### src/adc_cfg.svh
`ifndef ADC_CFG_SVH
`define ADC_CFG_SVH

`define ADC_CLK_HZ        10000000
`define ADC_PWRUP_US      200
`define ADC_PWRUP_CYC     ((`ADC_PWRUP_US * (`ADC_CLK_HZ / 1000000)))
`define ADC_IDLE_MS       16
`define ADC_IDLE_CYC      ((`ADC_IDLE_MS * (`ADC_CLK_HZ / 1000)))
`define ADC_REFRESH_NS    15600
`define ADC_REFRESH_CYC   ((`ADC_REFRESH_NS * (`ADC_CLK_HZ / 1000000)) / 1000)
`define ADC_INIT_CYCLES   8
`define ADC_ROWS          1024
`define ADC_RP_NS         50
`define ADC_RP_CYC        (((`ADC_RP_NS * (`ADC_CLK_HZ / 1000000)) + 999) / 1000)
`define ADC_RAS_NS        70
`define ADC_RAS_CYC       (((`ADC_RAS_NS * (`ADC_CLK_HZ / 1000000)) + 999) / 1000)
`define ADC_CAS_NS        20
`define ADC_CAS_CYC       (((`ADC_CAS_NS * (`ADC_CLK_HZ / 1000000)) + 999) / 1000)
`define ADC_RAC_NS        70
`define ADC_RAC_CYC       (((`ADC_RAC_NS * (`ADC_CLK_HZ / 1000000)) + 999) / 1000)
`define ADC_AW            10
`define ADC_DW            40
`define ADC_FIFO_DEPTH    16

`endif

### src/adc_pkg.sv
package adc_pkg;
	typedef enum logic [3:0] {
		ST_PWRUP,
		ST_INIT_RAS,
		ST_INIT_PRE,
		ST_IDLE,
		ST_ROW,
		ST_COL,
		ST_WAIT,
		ST_END,
		ST_REF_CAS,
		ST_REF_RAS,
		ST_PRE
	} adc_state_t;
endpackage : adc_pkg

### src/adc_ctrl.sv
// Function
// RULE1 - wait at least 200 us after reset before any memory cycle
// RULE2 - after the pause run eight row strobe cycles before accesses
// RULE3 - after more than 16 ms idle rerun eight row strobe wake cycles
// RULE4 - drive row field at row strobe fall, column field at column fall
// RULE5 - device decodes twenty address bits into one word location
// RULE6 - row strobe falls first, column strobe after the strobe delay
// RULE7 - device ignores column strobe until its row strobe is established
// RULE8 - write select high before column strobe falls for a read
// RULE9 - read data valid after last of row, column and gate access
// RULE10 - device drives data only while column strobe and gate are low
// RULE11 - write select stays high through read until a strobe rises
// RULE12 - keep row strobe high for precharge before next active cycle
// RULE13 - write is signalled by driving write select low
// RULE14 - write select low before column fall gives early write, outputs off
// RULE15 - write data sampled at column strobe fall in early write, held
// RULE16 - after write select falls keep both strobes low at least 20 ns
// RULE17 - late write needs gate high; not used, gate high in writes
// RULE18 - late write select gives old data out first; not used here
// RULE19 - write select timing meeting neither case gives undefined data
// RULE20 - late write select may trail up to about 10 us; not used
// RULE21 - column before row refresh uses the internal row counter
// RULE22 - refresh all 1024 rows each 16 ms
// RULE23 - row-only strobe cycle refreshes the addressed row
// RULE24 - write select high around row strobe fall in refresh
`timescale 1ns/1ps
`include "adc_cfg.svh"
module adc_ctrl
	import adc_pkg::*;
(
	input  wire logic        clk_i,        // 10 MHz clock
	input  wire logic        rst_n_i,      // async reset, active low
	input  wire logic        req_valid_i,  // access request
	input  wire logic        req_write_i,  // 1 write, 0 read
	input  wire logic [19:0] req_addr_i,   // row in high ten bits
	input  wire logic [39:0] req_wdata_i,  // write data
	output logic             req_ready_o,  // pulses the cycle after a request is taken
	output logic [39:0]      rd_data_o,    // read data from fifo
	output logic             rd_valid_o,   // read data valid
	input  wire logic        rd_ready_i,   // read data consumer ready
	output logic             init_done_o,  // initialisation complete
	output logic [9:0]       muxed_address_o, // multiplexed address
	output logic             ras_n_o,      // row strobe, active low
	output logic             cas_n_o,      // column strobe, active low
	output logic             we_n_o,       // write select, active low
	output logic             oe_n_o,       // output gate, active low
	output logic [39:0]      data_bus_o,   // data out
	output logic             data_bus_oe_o, // data bus drive enable
	input  wire logic [39:0] data_bus_i    // data in from pins
);
	localparam int PW = `ADC_PWRUP_CYC;
	localparam int IW = `ADC_IDLE_CYC;
	localparam int RW = `ADC_REFRESH_CYC;
	localparam int RASC = (`ADC_RAS_CYC > `ADC_RAC_CYC) ? `ADC_RAS_CYC : `ADC_RAC_CYC;

	adc_state_t  state_reg;
	adc_state_t  state_next;
	logic [17:0] tmr_reg;
	logic [17:0] idle_reg;
	logic [7:0]  ref_reg;
	logic [3:0]  cnt_reg;
	logic [3:0]  wait_reg;
	logic        wr_reg;
	logic [19:0] addr_reg;
	logic [39:0] wdata_reg;
	logic        ref_pend_reg;
	logic [39:0] dq_s1_reg;
	logic [39:0] dq_s2_reg;
	logic [39:0] dq_s3_reg;
	logic        cap_reg;
	logic        fifo_in_ready;
	logic        fifo_out_valid;
	logic [39:0] fifo_out_data;
	logic        rdv_reg;
	logic [39:0] rdd_reg;

	// pauses and periodic refresh
	wire pwrup_done = tmr_reg == 18'(PW);
	wire idle_long  = idle_reg == 18'(IW);
	wire ref_tick   = ref_reg == 8'(RW - 1);
	wire wait_done  = wait_reg == 4'h0;
	// reads only start while the fifo has room, which stalls the requester
	wire take       = (state_reg == ST_IDLE) & req_valid_i & ~ref_pend_reg & ~idle_long
	                & (req_write_i | fifo_in_ready);

	always_comb begin
		state_next = state_reg;
		unique case (state_reg)
			ST_PWRUP:    if (pwrup_done) state_next = ST_INIT_RAS; // RULE1
			ST_INIT_RAS: if (wait_done) state_next = ST_INIT_PRE;
			ST_INIT_PRE: if (wait_done) state_next = (cnt_reg == 4'h1) ? ST_IDLE : ST_INIT_RAS;
			ST_IDLE: begin
				if (idle_long) state_next = ST_INIT_RAS; // RULE3
				else if (ref_pend_reg) state_next = ST_REF_CAS;
				else if (take) state_next = ST_ROW;
			end
			ST_ROW:      if (wait_done) state_next = ST_COL; // RULE6
			ST_COL:      state_next = ST_WAIT;
			ST_WAIT:     if (wait_done) state_next = ST_END;
			ST_END:      state_next = ST_PRE;
			ST_REF_CAS:  state_next = ST_REF_RAS;
			ST_REF_RAS:  if (wait_done) state_next = ST_PRE;
			ST_PRE:      if (wait_done) state_next = ST_IDLE; // RULE12
			default:     state_next = ST_PWRUP;
		endcase
	end

	always_ff @(posedge clk_i or negedge rst_n_i) begin
		if (!rst_n_i) begin
			state_reg <= ST_PWRUP;
		end else begin
			state_reg <= state_next;
		end
	end

	always_ff @(posedge clk_i or negedge rst_n_i) begin
		if (!rst_n_i) begin
			tmr_reg <= '0;
		end else if (state_reg == ST_PWRUP && !pwrup_done) begin
			tmr_reg <= tmr_reg + 18'h1;
		end
	end

	// idle time since last row strobe activity
	always_ff @(posedge clk_i or negedge rst_n_i) begin
		if (!rst_n_i) begin
			idle_reg <= '0;
		end else if (!ras_n_o || state_reg == ST_PWRUP) begin
			idle_reg <= '0;
		end else if (!idle_long) begin
			idle_reg <= idle_reg + 18'h1;
		end
	end

	// one column-before-row refresh every 15.6 us covers 1024 rows in 16 ms
	always_ff @(posedge clk_i or negedge rst_n_i) begin
		if (!rst_n_i) begin
			ref_reg      <= '0;
			ref_pend_reg <= 1'b0;
		end else begin
			ref_reg <= (ref_tick || !init_done_o) ? 8'h0 : ref_reg + 8'h1;
			if (ref_tick) ref_pend_reg <= 1'b1; // RULE22
			else if (state_reg == ST_REF_CAS) ref_pend_reg <= 1'b0;
		end
	end

	// wake and init cycle counter
	always_ff @(posedge clk_i or negedge rst_n_i) begin
		if (!rst_n_i) begin
			cnt_reg <= 4'h0;
		end else if (state_next == ST_INIT_RAS && state_reg != ST_INIT_RAS
		             && state_reg != ST_INIT_PRE) begin
			cnt_reg <= 4'(`ADC_INIT_CYCLES); // RULE2
		end else if (state_reg == ST_INIT_PRE && wait_done) begin
			cnt_reg <= cnt_reg - 4'h1;
		end
	end

	// phase delay counter
	always_ff @(posedge clk_i or negedge rst_n_i) begin
		if (!rst_n_i) begin
			wait_reg <= 4'h0;
		end else if (state_next != state_reg) begin
			unique case (state_next)
				ST_INIT_RAS, ST_REF_RAS: wait_reg <= 4'(`ADC_RAS_CYC - 1);
				ST_WAIT:  wait_reg <= 4'(RASC - 1); // RULE9
				ST_PRE, ST_INIT_PRE: wait_reg <= 4'(`ADC_RP_CYC - 1);
				default:  wait_reg <= 4'h0;
			endcase
		end else if (!wait_done) begin
			wait_reg <= wait_reg - 4'h1;
		end
	end

	always_ff @(posedge clk_i or negedge rst_n_i) begin
		if (!rst_n_i) begin
			wr_reg    <= 1'b0;
			addr_reg  <= '0;
			wdata_reg <= '0;
		end else if (take) begin
			wr_reg    <= req_write_i;
			addr_reg  <= req_addr_i;
			wdata_reg <= req_wdata_i;
		end
	end

	// pin drive
	always_ff @(posedge clk_i or negedge rst_n_i) begin
		if (!rst_n_i) begin
			ras_n_o         <= 1'b1;
			cas_n_o         <= 1'b1;
			we_n_o          <= 1'b1;
			oe_n_o          <= 1'b1;
			muxed_address_o <= '0;
			data_bus_o      <= '0;
			data_bus_oe_o   <= 1'b0;
		end else begin
			unique case (state_next)
				ST_INIT_RAS: begin
					ras_n_o <= 1'b0; // RULE23
					muxed_address_o <= 10'(cnt_reg);
				end
				ST_ROW: begin
					ras_n_o <= 1'b0;
					muxed_address_o <= take ? req_addr_i[19:10] : addr_reg[19:10]; // RULE4
					we_n_o <= take ? ~req_write_i : ~wr_reg; // RULE8 RULE13 RULE14 RULE20
					data_bus_o <= take ? req_wdata_i : wdata_reg;
					data_bus_oe_o <= take ? req_write_i : wr_reg; // RULE15
				end
				ST_COL: begin
					cas_n_o <= 1'b0; // RULE6
					muxed_address_o <= addr_reg[9:0]; // RULE4
					oe_n_o <= wr_reg; // RULE17
				end
				ST_REF_CAS: begin
					cas_n_o <= 1'b0; // RULE21
					we_n_o  <= 1'b1; // RULE24
				end
				ST_REF_RAS: ras_n_o <= 1'b0; // RULE24
				ST_WAIT: ; // RULE16
				ST_END: begin
					ras_n_o <= 1'b1;
					cas_n_o <= 1'b1;
					oe_n_o  <= 1'b1; // RULE10
				end
				default: begin
					ras_n_o <= 1'b1;
					cas_n_o <= 1'b1;
					we_n_o  <= 1'b1; // RULE11
					data_bus_oe_o <= 1'b0;
				end
			endcase
		end
	end

	// data pin synchroniser; the edge that opens the last wait cycle samples read data
	always_ff @(posedge clk_i or negedge rst_n_i) begin
		if (!rst_n_i) begin
			dq_s1_reg <= '0;
			dq_s2_reg <= '0;
			dq_s3_reg <= '0;
			cap_reg   <= 1'b0;
		end else begin
			dq_s1_reg <= data_bus_i;
			dq_s2_reg <= dq_s1_reg;
			dq_s3_reg <= dq_s2_reg;
			cap_reg   <= (state_reg == ST_END) & ~wr_reg; // RULE9
		end
	end

	always_ff @(posedge clk_i or negedge rst_n_i) begin
		if (!rst_n_i) begin
			req_ready_o <= 1'b0;
			init_done_o <= 1'b0;
		end else begin
			req_ready_o <= take;
			if (state_reg == ST_INIT_PRE && state_next == ST_IDLE) init_done_o <= 1'b1;
		end
	end

	adc_fifo #(
		.WIDTH(`ADC_DW),
		.DEPTH(`ADC_FIFO_DEPTH)
	) u_fifo (
		.clk_i       (clk_i),
		.rst_n_i     (rst_n_i),
		.in_data_i   (dq_s3_reg),
		.in_valid_i  (cap_reg),
		.in_ready_o  (fifo_in_ready),
		.out_data_o  (fifo_out_data),
		.out_valid_o (fifo_out_valid),
		.out_ready_i (~rdv_reg | rd_ready_i)
	);

	// output stage register
	always_ff @(posedge clk_i or negedge rst_n_i) begin
		if (!rst_n_i) begin
			rdv_reg <= 1'b0;
			rdd_reg <= '0;
		end else if (!rdv_reg || rd_ready_i) begin
			rdv_reg <= fifo_out_valid;
			rdd_reg <= fifo_out_data;
		end
	end
	assign rd_valid_o = rdv_reg;
	assign rd_data_o  = rdd_reg;
endmodule : adc_ctrl

### src/adc_fifo.sv
`timescale 1ns/1ps
module adc_fifo #(
	parameter int WIDTH = 40,
	parameter int DEPTH = 16
) (
	input  wire logic             clk_i,    // clock
	input  wire logic             rst_n_i,  // async reset
	input  wire logic [WIDTH-1:0] in_data_i,  // write data
	input  wire logic             in_valid_i, // write valid
	output logic                  in_ready_o, // not full
	output logic      [WIDTH-1:0] out_data_o, // head word
	output logic                  out_valid_o, // not empty
	input  wire logic             out_ready_i  // pop
);
	localparam int AW = $clog2(DEPTH);
	logic [WIDTH-1:0] mem [DEPTH];
	logic [AW:0]      wr_reg;
	logic [AW:0]      rd_reg;
	wire              push = in_valid_i & in_ready_o;
	wire              pop  = out_valid_o & out_ready_i;
	assign in_ready_o  = (wr_reg - rd_reg) != (AW+1)'(DEPTH);
	assign out_valid_o = wr_reg != rd_reg;
	assign out_data_o  = mem[rd_reg[AW-1:0]];
	always_ff @(posedge clk_i) begin
		if (push) begin
			mem[wr_reg[AW-1:0]] <= in_data_i;
		end
	end
	always_ff @(posedge clk_i or negedge rst_n_i) begin
		if (!rst_n_i) begin
			wr_reg <= '0;
			rd_reg <= '0;
		end else begin
			if (push) wr_reg <= wr_reg + 1'b1;
			if (pop) rd_reg <= rd_reg + 1'b1;
		end
	end
endmodule : adc_fifo

### config.mk
export PLATFORM = sky130hd
export DESIGN_NAME = adc_ctrl
export DESIGN_NICKNAME = d
export VERILOG_FILES = /design/src/adc_pkg.sv /design/src/adc_ctrl.sv /design/src/adc_fifo.sv
export VERILOG_INCLUDE_DIRS = /design/src /design/src/src
export SDC_FILE = /design/constraint.sdc
export NUM_CORES = 1
export LEC_CHECK = 0
export ABC_AREA = 1
export BUFFER_PORTS_ARGS = -buffer_cell sky130_fd_sc_hd__buf_2
export CAP_MARGIN = 20
export CORE_AREA = 2 2 287 232
export CTS_CLUSTER_SIZE = 28
export DETAILED_ROUTE_END_ITERATION = 10
export DIE_AREA = 0 0 289 234
export GPL_TIMING_DRIVEN = 0
export PLACE_DENSITY = 0.83
export SETUP_SLACK_MARGIN = 0.02
export SLEW_MARGIN = 20
export SYNTH_ARGS = -nofsm -noshare
export SYNTH_HDL_FRONTEND = slang
export SYNTH_SLANG_ARGS = --single-unit
export TNS_END_PERCENT = 30
### constraint.sdc
create_clock -name clk_i -period 14.2 [get_ports clk_i]
set_input_delay 0 -clock clk_i [delete_from_list [all_inputs] [get_ports clk_i]]
set_output_delay 0 -clock clk_i [all_outputs]
set_load 0.02 [all_outputs]
# Word-level counts from Yosys, hierarchy flattened
# Memory sizes are Yosys's and may differ from the RTL's. A register that Yosys moved wholly into a read port is not among the register bits.
# Cells that the tools add are included.
# word_totals
regBits,307
latchBits,0
ram_bits,640
mem_bits_ro,0
in_bits,105
out_inout_bits,98
wordCells,136
mem_count,1
# memory_table
name,words,width,rd,rd_clocked_by_memory_dff,write_ports,line,source
u_fifo.mem,16,40,1,1,1,adc_fifo.sv:16,logic [WIDTH-1:0] mem [DEPTH];
# op_classes
addsub,8
n_mul,0
div,0
order_cmp,0
eq_ne,29
shift,0
mux,33
n_bitwise,14
n_reduce_logical,25
# op_table
op,n
$mux W4,14
$pmux W4 S11,1
$mux W40,1
$add A18 B1 Y18 const B,2
$mux W18,2
$eq A4 B3 Y1 const B,8
$pmux W10 S3,1
$eq A4 B4 Y1 const B,5
$eq A18 B11 Y1 const B,1
$eq A18 B18 Y1 const B,1
$eq A4 B1 Y1 const B,3
$eq A4 B2 Y1 const B,3
$add A5 B1 Y5 const B,2
$mux W10,1
$pmux W1 S2,5
$add A8 B1 Y8 const B,1
$eq A8 B8 Y1 const B,1
$logic_not A4 Y1,2
$mux W8,1
$sub A4 B1 Y4 const B,2
$and A1 B1 Y1,7
$mux W1,6
$reduce_bool A2 Y1,3
$reduce_or A3 Y1,2
other kinds (18),34

# Depth between registers and ports, before layout
# Gate-level depths: netlist (run 1).
# depth
ltp_word,13
depth_mapped,25
depth_no_buf,22

# By module
# From an unflattened synthesis (run 1), not the netlist that was laid out.
# hier_totals
hier_cells,3126
hier_area_um2,38256.7
# modules_own_cells
mod,n_inst,cells_per_inst,area_per_inst_um2,seq_area_each_um2
adc_fifo,1,1977,25774.7,19468.7
adc_ctrl,1,1149,12482.0,8438.1

# Worst setup path before layout (run 1)
# No wires, ideal clock.
# synth_path
path_kind,reg2reg
startpoint,register u_fifo.rd_reg[1]
endpoint,memory u_fifo.mem[15][0] (enable)
setup_time_ns,0.440
t_arrival_ns,4.076
t_required_ns,13.760
setup_slack_ns,9.684
stages_incl_launch_ff,15
n_path_buf,3
path_cell_list,dfrtp_1 -> clkbuf_1 -> clkinv_1 -> clkbuf_1 -> clkbuf_1 -> ha_1 -> nand2_1 -> nand2_1 -> nand2_1 -> nand3_1 -> nand2_1 -> inv_2 -> a21oi_2 -> nand2_1 -> nor2_1
# synth_between
elab_chain_len,5
# synth_rtl
element,line,source
"start, declared",adc_fifo.sv:18,logic [AW:0] rd_reg;
"start signal, assigned",adc_fifo.sv:35,if (pop) rd_reg <= rd_reg + 1'b1;
$sub A5 B5 Y5,adc_fifo.sv:21,assign in_ready_o = (wr_reg - rd_reg) != (AW+1)'(DEPTH);
$ne A5 B5 Y1,adc_fifo.sv:21,
$and A1 B1 Y1,adc_fifo.sv:19,wire push = in_valid_i & in_ready_o;
$mux W1,adc_fifo.sv:25,if (push) begin
$mux W1 (implied by the code),adc_fifo.sv:26,mem[wr_reg[AW-1:0]] <= in_data_i;
"end, declared",adc_fifo.sv:16,
# No other way between the ends.

# Worst setup path in the final report (run 1)
# layout_path
startpoint,register u_fifo.rd_reg[1]
endpoint,memory u_fifo.mem[7][34] (enable)
# Same word-level chain as after synthesis.

==> Implementation_results.wiki, run 1 <==
{| class="wikitable"
! Metric !! Value
|-
| Area delta synth->final || 20.5%
|-
| Clk sink count || 987
|-
| Later-pin clock latency in the skew report || 660 ps
|-
| Final worst-path cycle share || 36.1%
|-
| Post-synth EDFFs || 640
|-
| Total congestion overflow || 0
|-
| Count of cells along the worst register-to-register path || 15
|-
| Number of cell rows || 84
|-
| Largest stage delay on the critical path || 750 ps
|-
| Number of flip-flops in the largest register || 640
|-
| Initial Util || 57.3%
|-
| Buffers plus inverters on the worst setup path || 6
|-
| Cell chosen for the clock root || clkbuf_16
|-
| Capture instance of the worst register-to-register path || u_fifo.mem[7][34]
|-
| Reg-to-reg critical path startpoint || u_fifo.rd_reg[1]
|-
| Fin. Hold Viols || 0
|-
| Routing usage on met1 || 40.6%
|-
| Clock tree from TritonCTS || built
|-
| Max IR drop VDD || 0.123 mV
|-
| Synthesized cell area || 0.0372 mm^2
|-
| Deepest level of the CTS H-tree || 3
|-
| Worst Tran Pin Value || 866 ps
|-
| Port Buf Inserts || 202
|-
| Number of warnings printed during yosys synthesis || 0
|-
| Post-detailed-route count of antenna-violating nets || 0
|-
| GRT Overall Usage || 30.3%
|-
| Power density over the cells || 196 mW/mm^2
|-
| Setup-failing EPs final || 0
|-
| CP startpoint || u_fifo.rd_reg[1]
|-
| Maximum number of pins on one net before global-route repair || 100
|-
| Number of global-route vias before repair || 26700
|-
| Clock buffers created by TritonCTS || 94
|-
| Most Crowded Layer GR || met2
|-
| Final net count || 3549
|-
| Arrival time of the worst setup path || 5470 ps
|-
| Vias per cell || 6.15
|-
| Die extent in x || 289 um
|-
| Average cell area after synthesis || 12.6 um^2
|-
| Headroom to the max-slew limit || 41.9%
|-
| Post-CTS clock slew at the launch and capture registers of the worst setup and hold paths || 60 ps
|-
| Initial antenna violation count || 1
|-
| Ys flop type || edfxtp_1
|-
| Class of the worst hold path || input port to register
|-
| Core region area || 0.0650 mm^2
|-
| First-pass detailed-route iteration total || 6
|-
| Top-level port count || 203
|-
| Post-layout min period || 5120 ps
|-
| Capture point of the worst path || u_fifo.mem[7][34]
|-
| Static Leakage || 17.1 nW
|-
| Area share of the largest cell type after synthesis || 51.6%
|-
| HPWL after DPL || 60600 um
|-
| Maximum frequency from static timing analysis || 195 MHz
|-
| Detailed Route Iter0 Violations || 4383
|-
| Vias post-DR || 26900
|-
| Max-cap violations || 0
|-
| Maximum net fanout on the critical path || 21
|-
| Net count after synthesis || 3081
|-
| Fraction of layout cells with a size suffix above 1 || 12.9%
|-
| Flops & latches, synth || 987
|-
| Placer Congestion || 0.892
|-
| Floorplan die area || 0.0676 mm^2
|-
| Post-synth ARST share || 35.2%
|-
| Status || finished clean
|-
| Top Family by Delay on Critical Path || buffers and inverters
|-
| Cell chain of the critical path || clkbuf_1 -> clkinv_1 -> clkbuf_1 -> clkbuf_1 -> ha_1 -> nand2_1 -> nand2_1 -> nand2_1 -> nand3_1 -> nand2_1 -> inv_2 -> a21oi_2 -> nand2_1 -> nor2_4 -> buf_12
|-
| Die span in y || 234 um
|-
| Worst setup slack for register-to-register paths || 9080 ps
|-
| Final total negative setup slack || 0 ps
|-
| Global routing met2 resource utilization || 48.7%
|-
| Yosys top cell by area || edfxtp_1
|-
| Portion of the post-synthesis area used by sequential elements || 75.0%
|-
| Required time at the endpoint of the critical path || 14540 ps
|-
| Wire per inst || 23.4 um
|-
| Count of pins over their slew limit || 0
|-
| Post-CTS Resized || 0
|-
| DR DRC count || 0
|-
| Crit Path Class || register to register
|-
| Met3 Usage GRT || 6.91%
|-
| Dominant cells by area after synthesis || edfxtp_1, dfrtp_1, nand2_1
|-
| Largest buffer count on any clock path || 3
|-
| Dominant cell type by count on the critical path || nand2_1
|-
| Worst-path cell with the longest stage delay || nor2_4
|-
| Utilization of the core after routing || 69.1%
|-
| CP Capture Type || register
|-
| Total stage count of the critical path || 15
|-
| Number of antenna diodes || 0
|-
| Post-synthesis cell type count || 48
|-
| Synth Instances || 2959
|-
| Crit start category || register
|-
| Final wirelength || 102000 um
|-
| Unrepaired setup endpoints after global routing || no
|-
| First-pass GRT wire length || 155000 um
|-
| Setup clock skew after layout || 33.7 ps
|}
[routing by layer]
layer	vias to the layer above	part of all wire (%)	wire (um)
met2	2124	47	48100
li1	11500	-	-
met5	-	0	0
met3	368	13	12800
met4	0	4.3	4420
met1	12900	36	36700
[power by group]
group | switching (W) | internal, W
Clock | 0.00110 | 0.00155
Combinational | 0.00192 | 0.000740
Sequential | 0.000182 | 0.00332
Total | 0.00320 | 0.00561
[cell type report]
| cell class | count | area (um^2) |
|---|---|---|
| Clock inverter | 46 | 490 |
| Inverter | 86 | 324 |
| Fill cell | 4138 | 20100 |
| Timing Repair Buffer | 372 | 3160 |
| Sequential cell | 987 | 27900 |
| Clock buffer | 130 | 2800 |
| Multi-Input combinational cell | 1728 | 8500 |
| Tap cell | 860 | 1080 |
| Buffer | 158 | 622 |
[stage by stage]
step | cell area (um^2) | hold WS [ps] | instances | worst slack [ps] | power, W
after detailed placement | 40100 | 4.94 | 4049 | 9280 | 0.00600
after global placement | 39300 | 109 | 4021 | 6130 | 0.00590
final | 44900 | 32.1 | 4367 | 9080 | 0.00881
after global routing | 44900 | 28.0 | 4367 | 8850 | 0.00913
after floorplan | 37200 | -296 | 2959 | 9680 | 0.00504
after CTS | 44900 | 1.20 | 4367 | 9230 | 0.00870
[cell usage after synthesis (17+ instances only)]
| cell | instances |
|---|---|
| edfxtp_1 | 640 |
| xor2_1 | 23 |
| nand2_1 | 527 |
| nor3_1 | 26 |
| dfrtp_1 | 343 |
| a21oi_1 | 21 |
| nand3_1 | 63 |
| clkbuf_1 | 137 |
| inv_1 | 71 |
| o221ai_1 | 68 |
| a41oi_1 | 40 |
| nor2_1 | 431 |
| ha_1 | 17 |
| o21ai_0 | 338 |
| o22ai_1 | 94 |
[what timing repair did]
action | in CTS | in global routing
hold buffers | 142 | 0
hold endpoints to repair | 406 | 0
setup buffers | 0 | 0
endpoints found under the setup margin | 0 | 0
[worst reg2reg max path, stage by stage (launching register included)]
cell and delay, ps:
dfrtp_1 380, clkbuf_1 190, clkinv_1 290, clkbuf_1 650, clkbuf_1 690, ha_1 370, nand2_1 110, nand2_1 80
nand2_1 80, nand3_1 70, nand2_1 110, inv_2 50, a21oi_2 320, nand2_1 400, nor2_4 750, buf_12 280
[cell usage in the layout, fill, tap and decap left out, drive strengths merged, types with 9 or more instances in the layout]
| cell type | synthesis | routed |
|---|---|---|
| clkbuf | 137 | 267 |
| a21oi | 22 | 22 |
| xor2 | 23 | 23 |
| dlygate4sd3 | 0 | 141 |
| inv | 82 | 86 |
| dfrtp | 343 | 343 |
| ha | 17 | 17 |
| o22ai | 94 | 94 |
| nand4 | 15 | 15 |
| bufinv | 0 | 9 |
| edfxtp | 640 | 640 |
| nand3 | 64 | 64 |
| o211ai | 14 | 14 |
| o221ai | 68 | 68 |
| buf | 21 | 252 |
| nand2 | 535 | 535 |
| nor3 | 27 | 27 |
| o21ai | 342 | 342 |
| clkinv | 4 | 32 |
| nor2 | 435 | 435 |
| a41oi | 40 | 40 |
[cell families (layout without fill, tap and decap cells)]
family	count (synthesis)	count (layout)	synth area share [%]
AOI/OAI and AO/OA	589	589	9.50
xor gates and xnor gates	31	31	0.729
adders and majority gates	17	17	0.571
buffers and inverters	244	792	2.54
DFF	987	987	75.0
and+or+nand+nor	1091	1091	11.7
[how the worst min path moves through the flow]
stage | startpoint | endpoint | slack (ps) | depth (start not counted)
after floorplan | rst_n_i | addr_reg[0] | -300 | 0
after global placement | data_bus_i[22] | dq_s1_reg[22] | 110 | 1
after detailed placement | rst_n_i | data_bus_o[34] | 5 | 1
after CTS | data_bus_i[20] | dq_s1_reg[20] | 1 | 2
after global routing | data_bus_i[18] | dq_s1_reg[18] | 30 | 2
final | data_bus_i[17] | dq_s1_reg[17] | 30 | 2
(Power assumes the default switching activity.)
==> run 2, diff against run 1 <==
- ABC_AREA: 1 -> 0
- CORE_AREA: 2 2 287 232 -> 2 2 285 231
- DIE_AREA: 0 0 289 234 -> 0 0 287 233
- clock period: 14.2 -> 5.2 ns (I/O delays scaled with it)
==> run 2 against run 1 <==
  * Utilization is 0.75 points higher
  * Register-to-register slack worse by 8900 ps
  * Combinational power grew 150%
==> Implementation_results.wiki, run 2 <==
{| class="wikitable"
! Metric !! Value
|-
| Unrepaired setup endpoints after global routing || no
|-
| Detailed Route Iter0 Violations || 2431
|-
| Post-CTS clock slew at the launch and capture registers of the worst setup and hold paths || 60 ps
|-
| Maximum net fanout on the critical path || 10
|-
| Worst setup slack for register-to-register paths || 170 ps
|-
| Register Area || 0.0279 mm^2
|-
| Final total negative setup slack || 0 ps
|-
| Switching power summed over all nets || 0.00718 W
|-
| Count of cells along the worst register-to-register path || 16
|-
| Average cell area after synthesis || 20.5 um^2
|-
| Core region area || 0.0638 mm^2
|-
| Power density over the cells || 526 mW/mm^2
|-
| Final net count || 2398
|-
| Total congestion overflow || 0
|-
| Combined area of the multi-input logic cells || 0.00863 mm^2
|-
| Placer Congestion || 0.870
|-
| Post-layout min period || 5030 ps
|-
| Top-level port count || 203
|-
| Number of cell rows || 83
|-
| Vias per cell || 6.29
|-
| Post-detailed-route count of antenna-violating nets || 0
|-
| Cell chosen for the clock root || clkbuf_16
|-
| First-pass detailed-route iteration total || 6
|-
| Status || finished clean
|-
| Area delta synth->final || 21.0%
|-
| Net count after synthesis || 1921
|-
| Cell with the most instances after synthesis || edfxtp_1
|-
| Count of cells along the worst hold path || 2
|-
| Hold path startpoint || data_bus_i[24]
|-
| Crit start category || register
|-
| Clock tree from TritonCTS || built
|-
| Reg-to-reg critical path startpoint || u_fifo.rd_reg[1]
|-
| Die span in y || 233 um
|-
| Share of total power consumed by net switching || 30.7%
|-
| Post-synth ARST share || 35.2%
|-
| Number of flip-flops in the largest register || 640
|-
| Most common library cell in the layout ignoring fill and taps || edfxtp_1
|-
| Area share of the largest cell type after synthesis || 52.2%
|-
| Synth top cells by count || edfxtp_1, dfrtp_1, mux4_2, mux2_2, nor2_1
|-
| Ys flop type || edfxtp_1
|-
| Clock buffers created by TritonCTS || 91
|-
| Vias post-DR || 20200
|-
| Total power of the final layout || 0.0234 W
|-
| Largest buffer count on any clock path || 3
|-
| CP startpoint || u_fifo.rd_reg[1]
|-
| Maximum number of pins on one net before global-route repair || 102
|-
| Wire per inst || 29.6 um
|-
| Final wirelength || 94800 um
|-
| Port Buf Inserts || 202
|-
| Final worst-path cycle share || 96.7%
|-
| Max IR drop VDD || 0.440 mV
|-
| Portion of total power attributed to combinational logic || 28.4%
|-
| Setup Buffers After CTS || 0
|-
| Clk sink count || 987
|-
| Static Leakage || 16.4 nW
|-
| Fin. Hold Viols || 0
|-
| Floorplan die area || 0.0669 mm^2
|-
| Headroom to the max-slew limit || 28.1%
|-
| Flops & latches, synth || 987
|-
| Dominant cells by area after synthesis || edfxtp_1, dfrtp_1, mux4_2
|-
| Crit Path Class || register to register
|-
| Count of pins over their slew limit || 0
|-
| Initial Util || 57.7%
|-
| CP Capture Type || register
|-
| Worst Tran Pin Value || 1080 ps
|-
| GRT Overall Usage || 29.1%
|-
| Hold Path Sink || dq_s1_reg[24]
|-
| Cell internal power dissipation || 0.0162 W
|-
| Synth Instances || 1799
|-
| Arrival time of the worst setup path || 5370 ps
|-
| Proportion of power drawn by the clock network || 30.1%
|-
| Maximum frequency from static timing analysis || 199 MHz
|-
| Class of the worst hold path || input port to register
|-
| Fill cells || 3639
|-
| Number of warnings printed during yosys synthesis || 0
|-
| Initial antenna violation count || 4
|-
| Post-synth EDFFs || 640
|-
| Setup-failing EPs final || 0
|-
| Yosys top cell by area || edfxtp_1
|-
| DR DRC count || 0
|-
| Portion of the post-synthesis area used by sequential elements || 75.8%
|-
| Die extent in x || 287 um
|-
| Synthesized cell area || 0.0368 mm^2
|-
| Share of power burned in registers || 41.5%
|-
| Highest-count cells in the layout ignoring fill and taps || edfxtp_1, dfrtp_1, buf_2
|-
| Later-pin clock latency in the skew report || 650 ps
|-
| Capture instance of the worst register-to-register path || u_fifo.mem[1][26]
|-
| Fraction of layout cells with a size suffix above 1 || 34.3%
|-
| Post-synthesis cell type count || 71
|-
| Post-Route Hold Slack || 23.0 ps
|-
| First-pass GRT wire length || 141000 um
|-
| Max-cap violations || 0
|-
| Setup clock skew after layout || 54.2 ps
|-
| HPWL after DPL || 54100 um
|-
| Required time at the endpoint of the critical path || 5540 ps
|-
| Deepest level of the CTS H-tree || 3
|-
| Number of global-route vias before repair || 21700
|}
run 2: cell count changes after synthesis, moves of 92 or more:
cell     delta
nand2_1   -482
nor2_1    -380
o21ai_0   -319
mux4_2    +200
mux2_2    +136
o22ai_1    -92
run 2: final cells by class:
class	count	area share (%)
inverters	24	0.216
clock buffers	122	5.76
multi-input cells	712	19.4
flip-flops and latches	987	62.7
plain buffers	75	0.767
clock inverters	49	1.35
diodes	2	0.0112
well taps	850	2.39
repair buffers	385	7.46
run 2: how the worst max path moves through the flow:
stage                     depth (start not counted)           endpoint  slack, ps
after floorplan                                  13   u_fifo.mem[1][0]       -900
after global placement                           13  u_fifo.mem[2][26]      -5410
after detailed placement                         16  u_fifo.mem[1][26]       -960
after CTS                                        14  u_fifo.mem[2][24]         20
after global routing                             16  u_fifo.mem[1][22]         60
final                                            16  u_fifo.mem[1][26]        170
run 2: cells by family after synthesis:
logic type	count (synthesis)	synth area share (%)
buffers and inverters	100	1.11
AND/OR/NAND/NOR	213	3.05
AO/OA/AOI/OAI	92	1.76
XOR/XNOR	52	1.24
adder cells (fa/ha/maj)	17	0.578
multiplexers	338	16.5
flip-flops	987	75.8
run 2: repair_timing:
item                                   CTS  global route
cloned                                   0             0
pin swaps                                0             1
hold buffers                           133             2
setup endpoints to repair              686           145
gates resized for setup                  7             6
endpoints found under the hold margin  397             2
run 2: power by group through the flow:
stage	Clock, W	Sequential (W)	Combinational (W)
2_1_floorplan	0	0.0101	0.00399
6_report	0.00704	0.00973	0.00665
5_1_grt	0.00739	0.00981	0.00701
3_3_place_gp	0	0.00975	0.00600
3_5_place_dp	0	0.00983	0.00632
4_1_cts	0.00710	0.00970	0.00660
run 2: stage by stage:
step	worst slack [ps]	utilization (%)	area (um^2)	std cells
final	169	69.8	44500	3206
after global routing	55.7	69.8	44500	3205
after CTS	20.3	69.8	44500	3202
after detailed placement	-963	62.6	39900	2899
after global placement	-5410	61.0	38900	2851
after floorplan	-899	-	36800	1799
run 2: layer usage:
| layer | vias up | global-route usage [%] | wire length, um |
|---|---|---|---|
| met1 | 10500 | 36.7 | 33300 |
| met4 | 4 | 10.1 | 3430 |
| met2 | 1339 | 50.1 | 49600 |
| li1 | 8065 | - | - |
| met5 | - | 0 | 23 |
| met3 | 262 | 6.65 | 8450 |
run 2: worst max-delay path, stage by stage, from the launching register on:
cell	delay [ps]
dfrtp_1	370
clkbuf_2	290
clkbuf_2	350
clkbuf_4	360
inv_1	120
ha_1	350
nor2b_1	170
o211ai_1	210
a2111o_1	320
a21oi_1	150
nor2b_1	180
clkbuf_2	290
nand2_1	330
nor3_4	510
buf_4	280
buf_4	190
buf_4	220
